==> config.mk <==
export PLATFORM = sky130hd
export DESIGN_NAME = rcsr_regs
export DESIGN_NICKNAME = d
export VERILOG_FILES = /design/src/logic/rcsr_pkg.sv /design/src/logic/rcsr_regs.sv
export VERILOG_INCLUDE_DIRS = /design/src /design/src/logic
export SDC_FILE = /design/constraint.sdc
export NUM_CORES = 1
export LEC_CHECK = 0
export ABC_CLOCK_PERIOD_IN_PS = 1900
export BUFFER_PORTS_ARGS = -buffer_cell sky130_fd_sc_hd__buf_4
export CAP_MARGIN = 10
export CORE_UTILIZATION = 49
export DETAILED_ROUTE_END_ITERATION = 8
export PLACE_DENSITY = 0.8
export RECOVER_POWER = 25
export SLEW_MARGIN = 10
export SYNTH_ARGS = -nofsm -noshare
export SYNTH_HDL_FRONTEND = slang
export SYNTH_SLANG_ARGS = --single-unit
==> constraint.sdc <==
create_clock -name REF_CLK -period 1.9 [get_ports REF_CLK]
set_input_delay 0.19 -clock REF_CLK [delete_from_list [all_inputs] [get_ports REF_CLK]]
set_output_delay 0.19 -clock REF_CLK [all_outputs]
set_load 0.005 [all_outputs]
==> src/logic/rcsr_defs.svh <==
// Purpose: Offsets, field positions, reset values for the reduced interface register bank
// Assumes: Register indices are word indices; byte address is four times the index
// Notes:   Definitions only
`ifndef RCSR_DEFS_SVH
`define RCSR_DEFS_SVH

// Register indices
`define RCSR_IDX_GOOD_LO      12'h63c
`define RCSR_IDX_GOOD_HI      12'h63d
`define RCSR_IDX_CRC_ERR      12'h63e
`define RCSR_IDX_CTRL         12'h648
`define RCSR_IDX_STAT         12'h649
`define RCSR_IDX_OVRD         12'h64a
// Counter clearing sequence locations
`define RCSR_IDX_SEQ0         12'h612
`define RCSR_IDX_SEQ1         12'h613
`define RCSR_IDX_SEQ2         12'h614
// Control register fields
`define RCSR_CTRL_TXD_NODLY   10
`define RCSR_CTRL_HF_HI       9
`define RCSR_CTRL_HF_LO       7
`define RCSR_CTRL_ENABLE      6
`define RCSR_CTRL_BYPASS      5
`define RCSR_CTRL_XTAL        4
`define RCSR_CTRL_REV1        1
`define RCSR_CTRL_ENH         0
`define RCSR_CTRL_WMASK       16'h07f3
`define RCSR_CTRL_RESET       16'h0120
// Status fields
`define RCSR_STAT_UNF         1
`define RCSR_STAT_OVF         0
// Override fields
`define RCSR_OVRD_TX_DLL      10
`define RCSR_OVRD_RX_DLL      9
`define RCSR_OVRD_WMASK       16'h07ff
`define RCSR_OVRD_RESET       16'h0010
// Strap patterns
`define RCSR_STRAP_ENABLE     2'b01
`define RCSR_STRAP_XTAL       3'b010
`define RCSR_STRAP_TX_DLL     3'b011
`define RCSR_STRAP_RX_DLL     3'b010
// Bus responses
`define RCSR_RESP_OKAY        2'b00
`define RCSR_RESP_SLVERR      2'b10

`endif

==> src/logic/rcsr_pkg.sv <==
// Purpose: Types for the reduced interface register bank
// Assumes: Nothing beyond the defs header
// Notes:   Clearing sequence tracker states
package rcsr_pkg;
  // Progress through the three-location counter clearing read sequence
  typedef enum logic [1:0] {
    RCSR_SEQ_IDLE = 2'b00,
    RCSR_SEQ_ONE  = 2'b01,
    RCSR_SEQ_TWO  = 2'b10
  } rcsr_seq_t;
endpackage

==> src/logic/rcsr_regs.sv <==
// Purpose: Reduced interface config/status registers and receive packet counters on AXI4-Lite
// Assumes: Inputs synchronous to REF_CLK; straps stable while reset is held
// Notes:   Byte address = 4 * register index; data in low 16 bits, upper bits read zero
// Functional notes
// RULE1 - CRC error count cleared by read sequence
// RULE2 - Good packet count cleared same way
// RULE3 - Bit ten disables transmit data delay
// RULE4 - Bits nine to seven set threshold
// RULE5 - Bit six enables interface, strap reset
// RULE6 - Bit five bypasses async FIFO
// RULE7 - Bit four crystal select, strap reset
// RULE8 - Bit one selects revision one mode
// RULE9 - Bit zero enables enhanced mode
// RULE10 - Underflow flag cleared by status read
// RULE11 - Overflow flag cleared by status read
// RULE12 - Transmit DLL clock select, strap reset
// RULE13 - Receive DLL clock select, strap reset
// RULE14 - Error flags sticky until status read
// RULE15 - Software preserves reserved override bits
`timescale 1ns/1ps
`include "rcsr_defs.svh"
`default_nettype none

module rcsr_regs
#(
  parameter int ADDR_W = 14
)
(
  input  wire logic              REF_CLK,
  input  wire logic              RST_B,
  // AXI4-Lite slave
  input  wire logic [ADDR_W-1:0] AWADDR,
  input  wire logic              AWVALID,
  output logic                   AWREADY,
  input  wire logic [31:0]       WDATA,
  input  wire logic [3:0]        WSTRB,
  input  wire logic              WVALID,
  output logic                   WREADY,
  output logic [1:0]             BRESP,
  output logic                   BVALID,
  input  wire logic              BREADY,
  input  wire logic [ADDR_W-1:0] ARADDR,
  input  wire logic              ARVALID,
  output logic                   ARREADY,
  output logic [31:0]            RDATA,
  output logic [1:0]             RRESP,
  output logic                   RVALID,
  input  wire logic              RREADY,
  // Strap levels on the receive data lines
  input  wire logic              RECEIVE_LINE2_BOOTSTRAP,
  input  wire logic              RECEIVE_LINE1_BOOTSTRAP,
  input  wire logic              RECEIVE_LINE0_BOOTSTRAP,
  // Data path events
  input  wire logic              RX_GOOD_PACKET,
  input  wire logic              RX_CRC_ERROR_PACKET,
  input  wire logic              FIFO_UNDERFLOW_EVENT,
  input  wire logic              FIFO_OVERFLOW_EVENT,
  // Configuration outputs
  output logic                   TXD_DELAY_DISABLE,
  output logic [2:0]             RECEIVE_FIFO_HALF_FULL_THRESHOLD,
  output logic                   REDUCED_INTERFACE_ENABLE,
  output logic                   ASYNC_FIFO_BYPASS,
  output logic                   CRYSTAL_FREQUENCY_SELECT,
  output logic                   REVISION_ONE_MODE,
  output logic                   ENHANCED_MODE,
  output logic                   TRANSMIT_DLL_CLOCK_SELECT,
  output logic                   RECEIVE_DLL_CLOCK_SELECT
);

  // Register storage; all of it uses the synchronous reset
  // Strap-dependent bits take their strap value one edge after release
  logic [15:0] ctrl;          // Control register
  logic [15:0] ovrd;          // Clock override register
  logic        unf_flag;      // Sticky underflow flag
  logic        ovf_flag;      // Sticky overflow flag
  logic [15:0] crc_err_cnt;   // CRC error packet count
  logic [31:0] good_cnt;      // Good packet count
  logic        strap_load;    // High in the first cycle after reset release
  rcsr_pkg::rcsr_seq_t seq;   // Clearing sequence progress

  // Write channel holding state
  // Address and data may come in either order; each waits here for the other
  logic              aw_held;   // Write address captured
  logic [ADDR_W-1:0] aw_addr;   // Captured write address
  logic              w_held;    // Write data captured
  logic [31:0]       w_data;    // Captured write data
  logic [3:0]        w_strb;    // Captured byte strobes

  // Straps as a vector
  // Pins are read only at the load edge; later strap changes are ignored
  wire logic [2:0] straps = {RECEIVE_LINE2_BOOTSTRAP, RECEIVE_LINE1_BOOTSTRAP, RECEIVE_LINE0_BOOTSTRAP};

  // Strap-derived reset values
  // Each strap term only sets a bit that the fixed reset value leaves clear
  wire logic [15:0] ctrl_strap =
    `RCSR_CTRL_RESET
    | (16'(straps[2:1] == `RCSR_STRAP_ENABLE) << `RCSR_CTRL_ENABLE)        // [RULE5]
    | (16'(straps == `RCSR_STRAP_XTAL) << `RCSR_CTRL_XTAL);                // [RULE7]
  wire logic [15:0] ovrd_strap =
    `RCSR_OVRD_RESET
    | (16'(straps == `RCSR_STRAP_TX_DLL) << `RCSR_OVRD_TX_DLL)             // [RULE12]
    | (16'(straps == `RCSR_STRAP_RX_DLL) << `RCSR_OVRD_RX_DLL);            // [RULE13]

  // Write decode: address and data both present, response slot free
  // A waiting response holds the next write back, so one write is in flight
  wire logic        wr_go     = aw_held && w_held && !BVALID;
  wire logic [11:0] wr_idx    = 12'(aw_addr >> 2);
  wire logic        wr_ctrl   = wr_go && (wr_idx == `RCSR_IDX_CTRL);
  wire logic        wr_ovrd   = wr_go && (wr_idx == `RCSR_IDX_OVRD);
  wire logic        wr_known  = (wr_idx == `RCSR_IDX_CTRL) || (wr_idx == `RCSR_IDX_OVRD)
                                || (wr_idx == `RCSR_IDX_STAT) || (wr_idx == `RCSR_IDX_CRC_ERR)
                                || (wr_idx == `RCSR_IDX_GOOD_LO) || (wr_idx == `RCSR_IDX_GOOD_HI);
  // Byte-lane mask over the low 16 bits
  wire logic [15:0] lane_mask = {{8{w_strb[1]}}, {8{w_strb[0]}}};

  // Read decode: a read is taken when no answer is pending
  // Side effects of a read land on the edge its address is taken
  wire logic        rd_go     = ARVALID && !RVALID;
  wire logic [11:0] rd_idx    = 12'(ARADDR >> 2);
  wire logic        rd_stat   = rd_go && (rd_idx == `RCSR_IDX_STAT);
  wire logic        rd_seq0   = rd_go && (rd_idx == `RCSR_IDX_SEQ0);
  wire logic        rd_seq1   = rd_go && (rd_idx == `RCSR_IDX_SEQ1);
  wire logic        rd_seq2   = rd_go && (rd_idx == `RCSR_IDX_SEQ2);
  // Third read of the sequence completes it
  wire logic        cnt_clear = rd_seq2 && (seq == rcsr_pkg::RCSR_SEQ_TWO);

  // Read data selection
  // Unmapped indices read zero and answer with an error code
  logic [15:0] rd_word;
  logic        rd_hit;
  always_comb
  begin
    rd_word = 16'h0000;
    rd_hit  = 1'b1;
    case (rd_idx)
      `RCSR_IDX_CTRL:    rd_word = ctrl;
      `RCSR_IDX_OVRD:    rd_word = ovrd;
      `RCSR_IDX_STAT:    rd_word = {14'h0000, unf_flag, ovf_flag};
      `RCSR_IDX_CRC_ERR: rd_word = crc_err_cnt;
      `RCSR_IDX_GOOD_LO: rd_word = good_cnt[15:0];
      `RCSR_IDX_GOOD_HI: rd_word = good_cnt[31:16];
      `RCSR_IDX_SEQ0,
      `RCSR_IDX_SEQ1,
      `RCSR_IDX_SEQ2:    rd_word = 16'h0000;  // Sequence locations read zero
      default:           rd_hit  = 1'b0;      // Unmapped
    endcase
  end

  // Handshake outputs
  // Write readies come straight from the holding flags, so each drops
  // the cycle after a capture and returns once the write is done
  assign AWREADY = !aw_held;
  assign WREADY  = !w_held;
  assign ARREADY = !RVALID;

  // Write address capture
  always_ff @(posedge REF_CLK)
  begin
    if (!RST_B)
      aw_held <= 1'b0;
    else if (AWVALID && !aw_held)
      aw_held <= 1'b1;
    else if (wr_go)
      aw_held <= 1'b0;
  end

  always_ff @(posedge REF_CLK)
  begin
    if (!RST_B)
      aw_addr <= '0;
    else if (AWVALID && !aw_held)
      aw_addr <= AWADDR;
  end

  // Write data capture
  always_ff @(posedge REF_CLK)
  begin
    if (!RST_B)
      w_held <= 1'b0;
    else if (WVALID && !w_held)
      w_held <= 1'b1;
    else if (wr_go)
      w_held <= 1'b0;
  end

  always_ff @(posedge REF_CLK)
  begin
    if (!RST_B)
    begin
      w_data <= 32'h0000_0000;
      w_strb <= 4'h0;
    end
    else if (WVALID && !w_held)
    begin
      w_data <= WDATA;
      w_strb <= WSTRB;
    end
  end

  // Write response
  // Unmapped places answer with an error and change nothing
  always_ff @(posedge REF_CLK)
  begin
    if (!RST_B)
    begin
      BVALID <= 1'b0;
      BRESP  <= `RCSR_RESP_OKAY;
    end
    else if (wr_go)
    begin
      BVALID <= 1'b1;
      BRESP  <= wr_known ? `RCSR_RESP_OKAY : `RCSR_RESP_SLVERR;
    end
    else if (BREADY)
      BVALID <= 1'b0;
  end

  // Read response
  // Data stands with the valid flag until the master takes it
  always_ff @(posedge REF_CLK)
  begin
    if (!RST_B)
    begin
      RVALID <= 1'b0;
      RDATA  <= 32'h0000_0000;
      RRESP  <= `RCSR_RESP_OKAY;
    end
    else if (rd_go)
    begin
      RVALID <= 1'b1;
      RDATA  <= {16'h0000, rd_word};
      RRESP  <= rd_hit ? `RCSR_RESP_OKAY : `RCSR_RESP_SLVERR;
    end
    else if (RREADY)
      RVALID <= 1'b0;
  end

  // Marks the cycle after reset release, when straps are caught
  // Straps must be settled while reset is held for this to be safe
  always_ff @(posedge REF_CLK)
  begin
    if (!RST_B)
      strap_load <= 1'b1;
    else
      strap_load <= 1'b0;
  end

  // Control register: strap load, then masked byte writes
  // Reserved bits are outside the write mask and keep their reset value
  always_ff @(posedge REF_CLK)
  begin
    if (!RST_B)
      ctrl <= `RCSR_CTRL_RESET;                                           // [RULE3] [RULE4] [RULE6]
    else if (strap_load)
      ctrl <= ctrl_strap;                                                 // [RULE5] [RULE7]
    else if (wr_ctrl)
      ctrl <= (ctrl & ~(lane_mask & `RCSR_CTRL_WMASK))
              | (w_data[15:0] & lane_mask & `RCSR_CTRL_WMASK);
  end

  // Override register: strap load, then masked byte writes
  // Bits 8:0 take whatever is written; keeping bit 4 set is software's job
  always_ff @(posedge REF_CLK)
  begin
    if (!RST_B)
      ovrd <= `RCSR_OVRD_RESET;
    else if (strap_load)
      ovrd <= ovrd_strap;                                                 // [RULE12] [RULE13]
    else if (wr_ovrd)
      ovrd <= (ovrd & ~(lane_mask & `RCSR_OVRD_WMASK))
              | (w_data[15:0] & lane_mask & `RCSR_OVRD_WMASK);
  end

  // Sticky FIFO flags; a new event wins over the read clear
  // so an error in the cycle of a status read is reported by the next one
  always_ff @(posedge REF_CLK)
  begin
    if (!RST_B)
    begin
      unf_flag <= 1'b0;
      ovf_flag <= 1'b0;
    end
    else
    begin
      unf_flag <= FIFO_UNDERFLOW_EVENT || (unf_flag && !rd_stat);        // [RULE10] [RULE14]
      ovf_flag <= FIFO_OVERFLOW_EVENT || (ovf_flag && !rd_stat);         // [RULE11] [RULE14]
    end
  end

  // Clearing sequence tracker; any other read breaks the sequence
  // A repeated first location restarts it instead of breaking it
  always_ff @(posedge REF_CLK)
  begin
    if (!RST_B)
      seq <= rcsr_pkg::RCSR_SEQ_IDLE;
    else if (rd_go)
    begin
      case (seq)
        rcsr_pkg::RCSR_SEQ_IDLE: seq <= rd_seq0 ? rcsr_pkg::RCSR_SEQ_ONE : rcsr_pkg::RCSR_SEQ_IDLE;
        rcsr_pkg::RCSR_SEQ_ONE:  seq <= rd_seq1 ? rcsr_pkg::RCSR_SEQ_TWO
                                        : (rd_seq0 ? rcsr_pkg::RCSR_SEQ_ONE : rcsr_pkg::RCSR_SEQ_IDLE);
        rcsr_pkg::RCSR_SEQ_TWO:  seq <= rd_seq0 ? rcsr_pkg::RCSR_SEQ_ONE : rcsr_pkg::RCSR_SEQ_IDLE;
        default:                 seq <= rcsr_pkg::RCSR_SEQ_IDLE;
      endcase
    end
  end

  // Packet counters; an event in the clearing cycle counts as one
  // Counters wrap at full scale; the good count has no snapshot, so its
  // halves can be read across an increment
  always_ff @(posedge REF_CLK)
  begin
    if (!RST_B)
    begin
      crc_err_cnt <= 16'h0000;
      good_cnt    <= 32'h0000_0000;
    end
    else
    begin
      if (cnt_clear)
        crc_err_cnt <= {15'h0000, RX_CRC_ERROR_PACKET};                  // [RULE1]
      else if (RX_CRC_ERROR_PACKET)
        crc_err_cnt <= crc_err_cnt + 16'h0001;
      if (cnt_clear)
        good_cnt <= {31'h0000_0000, RX_GOOD_PACKET};                     // [RULE2]
      else if (RX_GOOD_PACKET)
        good_cnt <= good_cnt + 32'h0000_0001;
    end
  end

  // Configuration outputs straight from the registers
  // They move only at reset, on a register write or at the strap load
  assign TXD_DELAY_DISABLE                = ctrl[`RCSR_CTRL_TXD_NODLY];     // [RULE3]
  assign RECEIVE_FIFO_HALF_FULL_THRESHOLD = ctrl[`RCSR_CTRL_HF_HI:`RCSR_CTRL_HF_LO]; // [RULE4]
  assign REDUCED_INTERFACE_ENABLE         = ctrl[`RCSR_CTRL_ENABLE];        // [RULE5]
  assign ASYNC_FIFO_BYPASS                = ctrl[`RCSR_CTRL_BYPASS];        // [RULE6]
  assign CRYSTAL_FREQUENCY_SELECT         = ctrl[`RCSR_CTRL_XTAL];          // [RULE7]
  assign REVISION_ONE_MODE                = ctrl[`RCSR_CTRL_REV1];          // [RULE8]
  assign ENHANCED_MODE                    = ctrl[`RCSR_CTRL_ENH];           // [RULE9]
  assign TRANSMIT_DLL_CLOCK_SELECT        = ovrd[`RCSR_OVRD_TX_DLL];        // [RULE12]
  assign RECEIVE_DLL_CLOCK_SELECT         = ovrd[`RCSR_OVRD_RX_DLL];        // [RULE13]

endmodule

`default_nettype wire

Word-level counts from Yosys, hierarchy flattened. Cells that the tools add are included.

Bits of input ports: 78. Output and inout port bits: 52. Logic and storage cells: 113. Register bits after elaboration: 136.

Bitwise logic cells: 10. $add $sub $neg: 2. Muxes and demuxes: 23. Reduce and logical (&&, ||, !) cells: 38. Eq/ne operators: 20.

Operators by type and width (number): equality test 12 x 11 -> 1 bit (second input constant) (15); one-hot mux 16 bit (6 select lines) (1); 2-to-1 mux 16 bit (4); adder 32 x 1 -> 32 bit (second input constant) (1); bitwise AND 16 bit (2); NOT 11 -> 16 bit (2); bitwise OR 16 x 11 -> 16 bit (2); adder 16 x 1 -> 16 bit (second input constant) (1); nonzero test 2 bit (8); logical AND 1 bit (14); 2-to-1 mux 1 bit (14); bitwise AND 11 bit (1); bitwise OR 11 x 10 -> 11 bit (1); bitwise OR 9 x 5 -> 9 bit (1); OR reduction 9 bit (1); logical OR 1 bit (7); equality test 3 x 2 -> 1 bit (second input constant) (2); 2-to-1 mux 2 bit (3); zero test 1 bit (5); equality test 2 x 1 -> 1 bit (second input constant) (2); one-hot mux 2 bit (2 select lines) (1); OR reduction 2 bit (2); equality test 2 bit (second input constant) (1); zero test 2 bit (1); NOT 1 bit (1).

Longest topological paths before layout.
Word-level depth: 7. Gate-level depth with buffers: 7. Gate-level depth less buffers: 5.

Least setup slack after synthesis. No wires, ideal clock.

Path type: reg-to-reg. Start point: register good_cnt[2]. End point: register good_cnt[21]. Clock period less this slack: 1.913 ns. Data arrival time: 1.842 ns. Stages on the path, launching flop included: 7. Slack: -0.013 ns. Setup time: 0.070 ns. Data required time: 1.830 ns. Path buffers: 2. Cells stage by stage: dfxtp_1 -> buf_2 -> nand4_2 -> or4_1 -> buf_2 -> or4_1 -> a21oi_1.

Word-level cells in the longest chain between the ends: 1.

RTL lines: from (decl) (RTL line rcsr_regs.sv:77) `logic [31:0] good_cnt;`; from (signal assigned) (RTL line rcsr_regs.sv:325) `good_cnt <= {31'h0000_0000, RX_GOOD_PACKET};`; from (signal assigned) (RTL line rcsr_regs.sv:327) `good_cnt <= good_cnt + 32'h0000_0001;`; adder 32 x 1 -> 32 bit (RTL line rcsr_regs.sv:327).

No other way between the ends. A chain may end at the register's enable or synchronous reset.

Worst setup path in the final report.
Start point: register good_cnt[0]. End point: register good_cnt[15].

Same word-level chain as after synthesis.

==> impl_metrics.json <==
{
  "r2r-end": "good_cnt[15]$_SDFFE_PP0P_",
  "viasPerCell": 5.941,
  "cts.sinks": 120,
  "synth_flop_cell": "dfxtp_1",
  "synth_area_leaders": "dfxtp_1 41%, nand2_1 5.9%, a21oi_1 5.5%",
  "ys_warn_count": 0,
  "drive_gt1_frac": 0.2436,
  "core_area_um2": 11560,
  "grt_max_degree": 47,
  "route.detailed.drc": 5,
  "synthTopCellsByCount": "120 x dfxtp_1, 93 x nand2_1, 65 x a21oi_1",
  "path_clk_slew_ps": 50,
  "status": "finished, violations left",
  "synthToLayoutAreaGrowth_pct": 30.86,
  "syn_inst": 716,
  "max-vdd-ir-drop_mv": 0.5965,
  "syn_area_per_cell_um2": 8.206,
  "die_h_um": 111.5,
  "worst-r2r-cell-count": 5,
  "worstSkewPairLatency_ps": 410,
  "routed_wl_um": 16580,
  "grt_use_total": 0.2720,
  "synth.most_common_cell": "dfxtp_1",
  "die_area_um2": 12430,
  "r2r-start": "good_cnt[0]$_SDFFE_PN0P_",
  "wl_per_cell_um": 16.56,
  "tightest_slew_ps": 1387,
  "ys_ff_latch": 120,
  "grt_pass1_wl_um": 26990,
  "cts_tree": "yes",
  "synth_top_area_share": 0.4089,
  "hold_depth": 3,
  "drt_iter0_drc": 364,
  "crit_end": "good_cnt[15]$_SDFFE_PP0P_",
  "cts_buffer_depth": 2,
  "cp-start-kind": "register",
  "slew_violations": 0,
  "r2r_slack_ps": 40,
  "synth_edf_count": 0,
  "rsz0062_at_grt": "yes",
  "worstSetupPathType": "register to register",
  "cts_hold_buf": 0,
  "cp.required_ps": 2250,
  "arrival_ps": 2200,
  "fmax_mhz": 538.5,
  "gp_congestion": 0.8788,
  "synth_area_um2": 5876,
  "final_net_count": 926,
  "slowest_stage": "or4_4",
  "period_minus_slack_ps": 1857,
  "p_leak_nw": 2.904,
  "io_pins": 130,
  "fin_crit_sh": 0.9774,
  "cp_cell_sequence": "nand4_1, or4_4, buf_4, or3_1, a21oi_2",
  "ys_types": 64,
  "violations": "design-rule violations",
  "hold_class": "input port to register",
  "worstSetupStartpoint": "good_cnt[0]$_SDFFE_PN0P_",
  "yosysTopAreaCell": "dfxtp_1",
  "ys_seq_area_frac": 0.4089,
  "rows": 39,
  "cts_made_buffers": 17,
  "portBuffers": 84,
  "endpoint_kind": "register",
  "htree_num_levels": 4,
  "synthArstFlopShare": 0,
  "setup_violations": 0,
  "clock-root-buffer": "clkbuf_16",
  "start_util": 0.5081,
  "antennaDiodeCount": 0,
  "dr.pass1.iters": 7,
  "antenna_left": 0,
  "via_count": 5947,
  "relSlewSlack": 0.07544,
  "antenna_found_initial": 0,
  "fin_util": 0.6648,
  "critical-path-max-stage-delay_ps": 610,
  "fin_worst_skew_ps": 7.076,
  "setup_tns_ps": 0,
  "maxCapViolCount": 0,
  "dp_hpwl_um": 11860,
  "grt_pass1_vias": 5718,
  "overflow": 0,
  "hold_viol": 0,
  "die_w_um": 111.5,
  "critPathMaxFanout": 14,
  "power.density_nw_per_um2": 866.8
}
worst max-delay path, delay by kind of cell (launching register included):
kind / cells / cell delay, ps
simple gates: 3 / 1120
flops: 1 / 350
buf+inv: 1 / 190
compound gates: 1 / 140
registers in the layout, indices dropped and copies added (netlist names), 2 cells and up:
name	flops
RDATA	16
aw_addr	12
crc_err_cnt	16
ctrl	9
good_cnt	32
ovrd	11
seq	2
w_data	11
w_strb	2
per-stage QoR:
stage / area (µm²) / worst slack [ps] / total power, W / cells / hold WS [ps]
after detailed placement: 6978 / -72.82 / 0.003112 / 968 / 436.2
after floorplan: 5948 / 2.209 / 0.002932 / 733 / 305.8
final: 7689 / 42.86 / 0.006664 / 1001 / 22.31
after global placement: 6978 / -3.230 / 0.003090 / 968 / 409.9
after global routing: 7689 / -47.00 / 0.006855 / 1001 / 17.78
after CTS: 7652 / 37.05 / 0.006690 / 999 / 10.84
final cells by class:
| class | instances | area, µm² |
|---|---|---|
| Tap cell | 143 | 178.9 |
| Clock buffer | 24 | 501.7 |
| Clock inverter | 7 | 162.7 |
| Inverter | 20 | 75.07 |
| Multi-Input combinational cell | 533 | 3197 |
| Sequential cell | 120 | 2411 |
| Fill cell | 938 | 3876 |
| Timing Repair Buffer | 154 | 1162 |
layer usage:
| metal | global-route usage | up-vias | share of wire |
|---|---|---|---|
| met5 | 0 | - | 0 |
| met1 | 0.3085 | 2855 | 0.41 |
| met4 | 0.1216 | 0 | 0.026 |
| li1 | - | 2821 | - |
| met2 | 0.4867 | 231 | 0.52 |
| met3 | 0.06206 | 40 | 0.054 |
placed cells by master, fill, tap and decap left out, types with 10 or more instances in the layout:
master,synthesis,final
nor3_1,16,15
buf_4,18,120
o21ai_0,46,46
or3_1,11,11
nor2_1,43,43
nand4_1,19,19
xnor2_1,16,16
clkbuf_16,0,17
nand3_1,31,31
nand2b_1,10,10
o31ai_1,10,10
a21oi_1,65,63
mux2i_1,26,26
inv_1,20,20
clkbuf_4,0,29
or4_1,14,11
nand2_1,93,93
conb_1,1,18
dfxtp_1,120,113
cells by family after synthesis:
family	after synthesis	synth area share
xor+xnor	24	0.03577
compound gates	172	0.1782
simple gates	290	0.2602
buf+inv	80	0.06580
other cells	1	0.0006382
mux	27	0.04621
flops	120	0.4089
fa+ha+maj	2	0.004258
how the worst min path moves through the flow:
| stage | startpoint | to | slack [ps] |
|---|---|---|---|
| CTS | AWVALID | aw_held$_SDFFE_PN0P_ | 10 |
| floorplan | WVALID | w_held$_SDFFE_PN0P_ | 310 |
| finish | WSTRB[1] | w_strb[1]$_SDFFE_PN0P_ | 20 |
| global placement | WVALID | w_held$_SDFFE_PN0P_ | 410 |
| global route | AWADDR[8] | aw_addr[8]$_SDFFE_PN0P_ | 20 |
| detailed placement | WVALID | w_held$_SDFFE_PN0P_ | 440 |
report_power, final:
group / switching, W / internal (W)
sequential: 0.0000568 / 0.00258
clock: 0.00110 / 0.00249
combinational: 0.000240 / 0.000199
total: 0.00139 / 0.00527
what timing repair did:
item	4_1_cts	5_1_grt
resized for setup	6	9
setup buffers	1	1
endpoints found under the setup margin	6	19
pin swaps	1	3
gates cloned	0	1
No activity file was read; power rests on OpenSTA's default activity.
